**src/hw/aws_defs.svh**
```systemverilog
// Register offsets, bit positions and reset values of the word shifter
// Summary of operation
// - Condition false: touch nothing, just finish
// - Flag error on area mismatch or start above end
// - Move word only into zero neighbour
// - At most one move per zero word
// - Vacated word is written zero
// - Control bits 0 to 12 ignored
// - Bit 13 set moves data downward
// - Bit 14 clear: no shifting
// - Bit 15 clears whole range
// - Flag bad indirect pointers as errors
`ifndef AWS_DEFS_SVH
`define AWS_DEFS_SVH

// Word offsets on the bus (byte addresses, bits 11:0)
`define AWS_OFS_CTRL 12'h000
`define AWS_OFS_CWORD 12'h004
`define AWS_OFS_START 12'h008
`define AWS_OFS_END 12'h00c
`define AWS_OFS_STATUS 12'h010
`define AWS_OFS_IRQSTAT 12'h014
`define AWS_OFS_IRQMASK 12'h018
`define AWS_MEM_PAGE 4'h1

// Command register bits
`define AWS_CTRL_GO 0
`define AWS_CTRL_COND 1

// Status register bits
`define AWS_ST_BUSY 0
`define AWS_ST_ERR 1

// Event bits, shared by the sticky status and the mask
`define AWS_EV_DONE 0
`define AWS_EV_ERR 1
`define AWS_EV_W 2

// Reset values
`define AWS_RST_WORD 16'h0000
`define AWS_RST_EV 2'h0

`endif

```
**src/hw/aws_pkg.sv**
```systemverilog
// Types shared by the asynchronous word shift register
package aws_pkg;

    // Shift control word, packed in its bit order 15..0
    typedef struct packed {
        logic clear;
        logic enable;
        logic down;
        logic [12:0] unused;
    } aws_cword_type;

    // Range operand: direct address, or address of a BCD pointer word
    typedef struct packed {
        logic indirect;
        logic [15:0] addr;
    } aws_operand_type;

    // Result of resolving an operand
    typedef struct packed {
        logic err;
        logic [15:0] addr;
    } aws_resolve_type;

    typedef enum logic [1:0] {
        AWS_IDLE = 2'b00,
        AWS_CLEAR = 2'b01,
        AWS_SHIFT = 2'b10
    } aws_state_type;

endpackage

```
**src/hw/aws_shift_register.sv**
```systemverilog
// Asynchronous reversible word shift register with AHB-Lite slave
`include "aws_defs.svh"

module aws_shift_register #(
    parameter int DEPTH = 64,
    parameter int AREA_WORDS = 32
) (
    // Clock and reset
    input wire logic ref_clk,
    input wire logic rst,
    // AHB-Lite slave
    input wire logic hsel,
    input wire logic [31:0] haddr,
    input wire logic [1:0] htrans,
    input wire logic hwrite,
    input wire logic [2:0] hsize,
    input wire logic [31:0] hwdata,
    input wire logic hready,
    output logic hreadyout,
    output logic [31:0] hrdata,
    output logic hresp,
    // Interrupt
    output logic irq
);
    import aws_pkg::*;

    localparam int AW = $clog2(DEPTH);

    logic [15:0] mem [DEPTH];

    function automatic logic isBcd(logic [15:0] w);
        return (w[3:0] <= 4'h9) && (w[7:4] <= 4'h9) &&
               (w[11:8] <= 4'h9) && (w[15:12] <= 4'h9);
    endfunction

    function automatic logic [15:0] bcdToBin(logic [15:0] w);
        logic [15:0] d3, d2, d1, d0;
        d3 = {12'h000, w[15:12]};
        d2 = {12'h000, w[11:8]};
        d1 = {12'h000, w[7:4]};
        d0 = {12'h000, w[3:0]};
        return 16'((d3 * 16'd1000) + (d2 * 16'd100) + (d1 * 16'd10) + d0);
    endfunction

    function automatic logic [15:0] areaOf(logic [15:0] a);
        return a / 16'(AREA_WORDS);
    endfunction

    // Operands past memory, non-BCD pointers and pointers past the end fail
    function automatic aws_resolve_type resolve(aws_operand_type op);
        aws_resolve_type r;
        logic [15:0] ptr;
        r.err = 1'b0;
        r.addr = op.addr;
        ptr = `AWS_RST_WORD;
        if (op.addr >= 16'(DEPTH)) begin
            r.err = 1'b1;
        end else if (op.indirect) begin
            ptr = mem[op.addr[AW-1:0]];
            if (!isBcd(ptr)) begin
                r.err = 1'b1;
            end else begin
                r.addr = bcdToBin(ptr);
                if (r.addr >= 16'(DEPTH)) begin
                    r.err = 1'b1;
                end
            end
        end
        return r;
    endfunction

    // Bus phase tracking
    logic dValid;
    logic dWrite;
    logic [11:0] dAddr;

    // Software visible registers
    aws_cword_type cword;
    aws_operand_type startOp;
    aws_operand_type endOp;
    logic errorFlag;
    logic [`AWS_EV_W-1:0] irqStat;
    logic [`AWS_EV_W-1:0] irqMask;

    // Sequencer state
    aws_state_type state;
    aws_state_type next_state;
    logic [AW-1:0] idx;
    logic [AW-1:0] next_idx;
    logic [AW-1:0] loB;
    logic [AW-1:0] hiB;
    logic dirDown;
    logic doneEv;
    logic errEv;

    // Address and data phase decode
    wire addrPhase = hsel && htrans[1] && hready;
    wire dataWr = dValid && dWrite;
    wire isIdle = (state == AWS_IDLE);
    wire wrCtrl = dataWr && (dAddr == `AWS_OFS_CTRL);
    wire trigger = wrCtrl && isIdle && hwdata[`AWS_CTRL_GO];
    wire execCond = hwdata[`AWS_CTRL_COND];
    // Operand writes are held off while an execution runs
    wire wrCfg = dataWr && isIdle;
    wire memHit = (dAddr[11:8] == `AWS_MEM_PAGE) &&
                  ({2'b00, dAddr[7:2]} < 8'(DEPTH));
    wire memBusWr = wrCfg && memHit && !trigger;
    wire [AW-1:0] dIndex = dAddr[AW+1:2];
    wire [AW-1:0] aIndex = haddr[AW+1:2];
    wire aMemHit = (haddr[11:8] == `AWS_MEM_PAGE) &&
                   ({2'b00, haddr[7:2]} < 8'(DEPTH));

    // Range resolution and checks
    aws_resolve_type startRes;
    aws_resolve_type endRes;
    // A process, not an assign, so later pointer word writes are seen too
    always_comb begin
        startRes = resolve(startOp);
        endRes = resolve(endOp);
    end
    wire rangeErr = (areaOf(startRes.addr) != areaOf(endRes.addr)) ||
                    (startRes.addr > endRes.addr);
    wire execErr = startRes.err || endRes.err || rangeErr;

    // Shift step: neighbour in the direction data moves from
    wire [AW-1:0] nbIdx = dirDown ? AW'(idx + 1'b1) : AW'(idx - 1'b1);
    wire atLast = dirDown ? (idx == hiB) : (idx == loB);
    wire nbIsBound = dirDown ? (nbIdx == hiB) : (nbIdx == loB);
    // zero word takes a non-zero neighbour
    wire doSwap = (state == AWS_SHIFT) && !atLast &&
                  (mem[idx] == `AWS_RST_WORD) &&
                  (mem[nbIdx] != `AWS_RST_WORD);

    // Read mux for the address phase
    logic [31:0] rdMux;
    always_comb begin
        rdMux = 32'h0000_0000;
        unique case (haddr[11:0])
            `AWS_OFS_CWORD: rdMux = {16'h0000, cword};
            `AWS_OFS_START: rdMux = {15'h0000, startOp};
            `AWS_OFS_END: rdMux = {15'h0000, endOp};
            `AWS_OFS_STATUS: begin
                rdMux[`AWS_ST_BUSY] = !isIdle;
                rdMux[`AWS_ST_ERR] = errorFlag;
            end
            `AWS_OFS_IRQSTAT: rdMux[`AWS_EV_W-1:0] = irqStat;
            `AWS_OFS_IRQMASK: rdMux[`AWS_EV_W-1:0] = irqMask;
            default: begin
                if (aMemHit) begin
                    rdMux = {16'h0000, mem[aIndex]};
                end
            end
        endcase
    end

    // Execution sequencer
    always_comb begin
        next_state = state;
        next_idx = idx;
        doneEv = 1'b0;
        errEv = 1'b0;
        unique case (state)
            AWS_IDLE: begin
                if (trigger) begin
                    if (!execCond) begin
                        doneEv = 1'b1;
                    end else if (execErr) begin
                        doneEv = 1'b1;
                        errEv = 1'b1;
                    end else if (cword.clear) begin
                        next_state = AWS_CLEAR;
                        next_idx = startRes.addr[AW-1:0];
                    end else if (cword.enable) begin
                        next_state = AWS_SHIFT;
                        next_idx = cword.down ? startRes.addr[AW-1:0]
                                              : endRes.addr[AW-1:0];
                    end else begin
                        doneEv = 1'b1;
                    end
                end
            end
            AWS_CLEAR: begin
                next_idx = AW'(idx + 1'b1);
                if (idx == hiB) begin
                    next_state = AWS_IDLE;
                    doneEv = 1'b1;
                end
            end
            AWS_SHIFT: begin
                if (atLast || (doSwap && nbIsBound)) begin
                    next_state = AWS_IDLE;
                    doneEv = 1'b1;
                end else if (doSwap) begin
                    next_idx = dirDown ? AW'(nbIdx + 1'b1)
                                       : AW'(nbIdx - 1'b1);
                end else begin
                    next_idx = nbIdx;
                end
            end
        endcase
    end

    always_ff @(posedge ref_clk) begin
        if (rst) begin
            state <= AWS_IDLE;
            idx <= '0;
            loB <= '0;
            hiB <= '0;
            dirDown <= 1'b0;
        end else begin
            state <= next_state;
            idx <= next_idx;
            if (trigger) begin
                loB <= startRes.addr[AW-1:0];
                hiB <= endRes.addr[AW-1:0];
                dirDown <= cword.down;
            end
        end
    end

    // Data memory: no reset, contents belong to the program
    always_ff @(posedge ref_clk) begin
        if (memBusWr) begin
            mem[dIndex] <= hwdata[15:0];
        end
        if (state == AWS_CLEAR) begin
            mem[idx] <= `AWS_RST_WORD;
        end
        if (doSwap) begin
            mem[idx] <= mem[nbIdx];
            mem[nbIdx] <= `AWS_RST_WORD;
        end
    end

    always_ff @(posedge ref_clk) begin
        if (rst) begin
            dValid <= 1'b0;
            dWrite <= 1'b0;
            dAddr <= '0;
            hrdata <= 32'h0000_0000;
            hreadyout <= 1'b0;
            hresp <= 1'b0;
        end else begin
            dValid <= addrPhase;
            dWrite <= hwrite;
            dAddr <= haddr[11:0];
            hrdata <= rdMux;
            // Zero wait states: the read mux is sampled in the address phase
            hreadyout <= 1'b1;
            hresp <= 1'b0;
        end
    end

    always_ff @(posedge ref_clk) begin
        if (rst) begin
            cword <= `AWS_RST_WORD;
            startOp <= '0;
            endOp <= '0;
            irqMask <= `AWS_RST_EV;
        end else if (wrCfg) begin
            unique case (dAddr)
                `AWS_OFS_CWORD: cword <= hwdata[15:0];
                `AWS_OFS_START: startOp <= hwdata[16:0];
                `AWS_OFS_END: endOp <= hwdata[16:0];
                `AWS_OFS_IRQMASK: irqMask <= hwdata[`AWS_EV_W-1:0];
                default: ;
            endcase
        end
    end

    // Event set wins over a same-cycle write-one-to-clear
    wire [`AWS_EV_W-1:0] evSet = {errEv, doneEv};
    wire [`AWS_EV_W-1:0] evClr =
        (dataWr && dAddr == `AWS_OFS_IRQSTAT) ? hwdata[`AWS_EV_W-1:0]
                                               : `AWS_RST_EV;
    wire [`AWS_EV_W-1:0] next_irqStat = (irqStat & ~evClr) | evSet;

    always_ff @(posedge ref_clk) begin
        if (rst) begin
            irqStat <= `AWS_RST_EV;
            irq <= 1'b0;
            errorFlag <= 1'b0;
        end else begin
            irqStat <= next_irqStat;
            irq <= |(next_irqStat & irqMask);
            if (trigger && execCond) begin
                errorFlag <= execErr;
            end
        end
    end

endmodule

```
**config.mk**
```make
export PLATFORM = sky130hd
export DESIGN_NAME = aws_shift_register
export DESIGN_NICKNAME = d
export VERILOG_FILES = /design/src/hw/aws_pkg.sv /design/src/hw/aws_shift_register.sv
export VERILOG_INCLUDE_DIRS = /design/src /design/src/hw
export SDC_FILE = /design/constraint.sdc
export NUM_CORES = 2
export LEC_CHECK = 0
export ABC_AREA = 0
export CAP_MARGIN = 0
export CELL_PAD_IN_SITES_DETAIL_PLACEMENT = 2
export CELL_PAD_IN_SITES_GLOBAL_PLACEMENT = 2
export CORE_ASPECT_RATIO = 0.9
export CORE_MARGIN = 5
export CORE_UTILIZATION = 25
export CTS_BUF_LIST = sky130_fd_sc_hd__clkbuf_8
export CTS_CLUSTER_SIZE = 10
export DETAILED_ROUTE_END_ITERATION = 12
export DONT_BUFFER_PORTS = 1
export PLACE_DENSITY_LB_ADDON = 0.1
export SLEW_MARGIN = 0
export SYNTH_ARGS = -nofsm -noshare
export SYNTH_HDL_FRONTEND = slang
export SYNTH_SLANG_ARGS = --single-unit
```
**constraint.sdc**
```tcl
create_clock -name ref_clk -period 10.6 [get_ports ref_clk]
set_clock_uncertainty 0.2 [all_clocks]
set_input_delay 1.59 -clock ref_clk [delete_from_list [all_inputs] [get_ports ref_clk]]
set_output_delay 1.59 -clock ref_clk [all_outputs]
set_load 0.02 [all_outputs]
```
## Word level (Yosys, flattened, before mapping)

Memories as Yosys holds them, arrays and structs flattened. A register that Yosys moved wholly into a read port is not among the register bits.
Index checks and enable logic that the tools add are counted.

- $add $sub $neg: 10
- $mul: 6
- $lt $le $gt $ge: 13
- Equality and inequality tests: 27
- Multiplexer cells: 66
- Bitwise operators: 5
- Reduce and logical (&&, ||, !) cells: 41

Operator list:

| cell | number |
|---|---|
| 30-bit one-hot mux with 4 select lines | 1 |
| 16-bit 2-to-1 mux | 7 |
| 6-bit 2-to-1 mux | 17 |
| 16-bit by 7-bit >= comparator with 1-bit output, second input constant | 4 |
| 12-bit by 5-bit equality test with 1-bit output, second input constant | 5 |
| 12-bit by 4-bit equality test with 1-bit output, second input constant | 4 |
| 17-bit 2-to-1 mux | 2 |
| 15-bit by 8-bit adder with 16-bit output | 2 |
| 16-bit by 4-bit adder with 16-bit output | 2 |
| 4-bit <= comparator, second input constant | 8 |
| 14-bit by 11-bit adder with 15-bit output | 2 |
| 1-bit 2-to-1 mux | 27 |
| 12-bit by 3-bit equality test with 1-bit output, second input constant | 2 |
| 6-bit equality test | 4 |
| 4-bit by 7-bit multiplier with 11-bit output, second input constant | 2 |
| 1-bit logical AND | 21 |
| 4-bit by 5-bit multiplier with 9-bit output, second input constant | 2 |
| 6-bit one-hot mux with 3 select lines | 1 |
| 16-bit > comparator | 1 |
| 16-bit logical NOT | 1 |
| 2-bit 2-to-1 mux | 8 |
| 16-bit nonzero test | 1 |
| 16-bit OR reduction | 1 |
| 4-bit by 3-bit multiplier with 7-bit output, second input constant | 2 |
| 25 further kinds | 41 |

- Bits in registers: 124
- RAM bits: 1024
- Bits of input ports: 74
- Output and inout bits: 35
- Logic and storage cells: 191
- Memories: 1

Memories:

| memory | depth | bits a word | read ports | clocked after Yosys merged registers in | write ports | RTL line | text |
|---|---|---|---|---|---|---|---|
| mem | 64 | 16 | 5 | 3 | 2 | aws_shift_register.sv:29 | `logic [15:0] mem [DEPTH];` |

## Logic depth before layout (Yosys ltp)

- Word-level depth: 19
- Depth in mapped cells: 44
- Gate-level depth less buffers: 37

## Least setup slack after synthesis

OpenSTA, ideal clock, no wires.

- Path type: register to register
- From: reg with a tool-made name
- To: reg with a tool-made name
- Library setup time: 0.104 ns
- Arrival: 11.204 ns
- Data required time: 10.296 ns
- Setup slack: -0.907 ns
- Cell stages (with the launch flop): 42
- Path buffers: 9
- Period minus slack after synthesis: 11.507 ns
- Path through: dfxtp_1 -> clkbuf_1 -> clkbuf_1 -> clkbuf_1 -> clkbuf_1 -> buf_1 -> buf_1 -> buf_1 -> buf_1 -> mux4_2 -> mux4_2 -> mux4_2 -> fa_1 -> inv_1 -> fa_1 -> inv_1 -> ha_1 -> a21oi_1 -> [... 6 more ...] -> nor2_1 -> a211oi_1 -> xnor2_1 -> a21oi_1 -> ha_1 -> a21o_1 -> a21oi_1 -> o22ai_1 -> nor3_1 -> o2111ai_1 -> or4_1 -> nor4b_1 -> a41oi_1 -> o41ai_1 -> nor2b_1 -> buf_2 -> nand2_1 -> o32ai_1

==> results_dict.tcl <==
set metrics [dict create \
    setup_viol 0 \
    chipHeight_um 562.5 \
    final_area_um2 99160 \
    clk_pin_slew_worst_paths_ps 80 \
    outcome "finished, violations left" \
    synth_area_leaders "dfxtp_1 27%, mux4_2 25%, mux2i_1 19%" \
    drv_cap 1 \
    cp_common_cell "buf_4" \
    cts_hold_buffers 0 \
    via_per_inst 6.179 \
    detail-route-antenna-nets 0 \
    overflow 0 \
    avgRoutedWirePerCell_um 44.17 \
    async_flop_share_pct 0 \
    multi_input_area_um2 59390 \
    wl_met3_um 49750 \
    ys_ff_latch 1151 \
    netlist.area_leader.share_pct 27.17 \
    antenna_found_initial 81 \
    chipWidth_um 623.9 \
    grt_max_degree 282 \
    top_layer "met5" \
    root_buffer "clkbuf_8" \
    cp-end-kind "flip-flop" \
    synth_common_cells "1583 x mux2i_1, 1332 x nor2_1, 1151 x dfxtp_1" \
    rows 202 \
    crit_arrival_ps 10950 \
    place_area_um2 94000 \
    port_buffers 0 \
    slew_viol_final 73 \
    crit_type "flip-flop to flip-flop" \
    min_period_ps 10210 \
    required_ps 11330 \
    synth_area_leader_cell "dfxtp_1" \
    dp_hpwl_um 409600 \
    holdWs_ps 254.3 \
    start_util_pct 25.15 \
    first_pass_iters 6 \
    die_area_um2 350900 \
    fmaxAchievable_mhz 97.93 \
    synth_cell_types 89 \
    min_path_type "flip-flop to flip-flop" \
    fin_total_pwr_mw 9.844 \
    m1WireLength_um 249000 \
    grt_usage_pct 31.55 \
    fp.coreArea_um2 337200 \
    yosysMostFrequentCell "mux2i_1" \
    drive_gt1_share_pct 25.79 \
    tightest_slew_ps 1641 \
    htreeDepth 4 \
    slew_headroom_pct -9.400 \
    hold_violations 0 \
    post-route-util_pct 29.41 \
    fin_crit_sh_pct 96.33 \
    wl_met2_um 239500 \
    grt_pass1_vias 81020 \
    crit_fanout 11 \
    violations "capacitance limit, slew limit" \
    ys_seq_area_share_pct 27.17 \
    cts_tree "built" \
    path_buf_inv 10 \
    p_leak_nw 41.56 \
    critical_path.slowest_cell "mux4_2" \
    cts_made_buffers 238 \
    syn_to_final_growth_pct 16.94 \
    slowest_delay_ps 590 \
    crit_family "compound AO/OA/AOI/OAI gates" \
    avgSynthCellArea_um2 10.40 \
    yosysWarnings 0 \
    numClockSinks 1151 \
    worstSkewPairLatency_ps 1150 \
    critPathLaunchType "flip-flop" \
    grt_pass1_wl_um 763200 \
    fill_cells 36490 \
    power_density_nw_per_um2 99.27 \
    drt_iter0_drc 9516 \
    drc 0 \
    cts_max_path_buffers 4 \
    via_count 80220 \
    synth_edf_count 0 \
    finalNetCount 8503 \
    io_pins 109 \
    vdd_drop_max_v 0.00009202 \
    synth_area_um2 84790 \
    postRouteWirelength_um 573400 \
    syn_inst 8152 \
    synth-main-ff-cell "dfxtp_1" \
    seq_area_um2 23090 \
    gp_congestion 0.9860 \
]
## layer usage
metal  GRT usage [%]  up-vias
met5               0        -
met4           16.33       26
met3           7.725     1016
met2           46.03     4039
met1           43.09    43690
li1                -    31450
## worst paths after layout
path         slack (ps)  cells after the start  startpoint   endpoint
max reg2reg         390                     41   flip-flop  flip-flop
min                 250                      2    cword[9]   cword[9]
min reg2reg         250                      2    cword[9]   cword[9]
max                 390                     41   flip-flop  flip-flop
## cell usage in the layout (no fill, tap or decap), drive strengths merged, types with 27 or more instances in the layout
cell type  instances
a211oi            54
a21oi            195
a22o              56
a22oi            125
buf              612
clkbuf           304
clkinv            27
dfxtp           1151
diode             55
fa                34
ha               130
inv              206
mux2              29
mux2i           1662
mux4             929
nand2            222
nand3            109
nand4             28
nor2            1332
nor2b             53
nor3             254
nor4             200
o21ai             69
o22ai            229
or4               27
xnor2             45
xor2              28
## through the flow
stage,TNS (ps),setup slack (ps),instances
2_1_floorplan,0,13.98,8167
3_3_place_gp,-4002,-384.5,12510
3_5_place_dp,-3209,-340.6,12510
4_1_cts,0,29.57,12920
5_1_grt,-87.44,-25.52,12950
6_report,0,389.0,12980
## where the power goes
| part | total (mW) | internal [mW] | switching (mW) |
|---|---|---|---|
| clock network | 5.05 | 2.63 | 2.42 |
| logic | 0.405 | 0.168 | 0.237 |
| registers | 4.38 | 4.34 | 0.0388 |
| total | 9.84 | 7.14 | 2.70 |
## cell type report
| cell class | count | share of cell area [%] |
|---|---|---|
| inverter | 129 | 0.4883 |
| clock buffer | 304 | 4.219 |
| sequential | 1151 | 23.29 |
| timing repair buffer | 612 | 5.701 |
| multi-input combinational | 6133 | 59.89 |
| clock inverter | 110 | 0.6107 |
| antenna | 55 | 0.1388 |
| tap | 4488 | 5.663 |
## tightest hold or removal path, delay by kind of cell, from the launching register on
kind / cells / cell delay, ps
and+or+nand+nor: 1 / 50
DFF: 1 / 310
AOI/OAI and AO/OA: 1 / 50
## state kept, by name, summed over array words and instances, names as in the netlist, named ones only
| register | cells |
|---|---|
| state | 2 |
| idx | 6 |
| hrdata | 17 |
| mem | 1024 |
| irqStat | 2 |
| endOp | 17 |
| errorFlag | 1 |
| cword | 16 |
| dAddr | 12 |
| loB | 6 |
| dWrite | 1 |
| irq | 1 |
| hreadyout | 1 |
| irqMask | 2 |
| startOp | 17 |
| hiB | 6 |
| dValid | 1 |
| dirDown | 1 |
## cell families (layout without fill, tap and decap cells)
group / Yosys count / in the layout / synth area share [%]
AO/OA/AOI/OAI: 928 / 928 / 7.390
adder cells (fa/ha/maj): 164 / 164 / 2.721
buffers and inverters: 883 / 1155 / 4.595
AND/OR/NAND/NOR: 2332 / 2332 / 12.29
other: 1 / 71 / 0.004422
multiplexers: 2620 / 2620 / 45.04
flip-flops: 1151 / 1151 / 27.17
XOR/XNOR: 73 / 73 / 0.7894
## timing repair
item	in CTS	in global routing
buffers inserted	3	4
gates resized for setup	4	23
pin swaps	0	2
endpoints found under the setup margin	15	15
No activity file was read; power rests on OpenSTA's default activity.
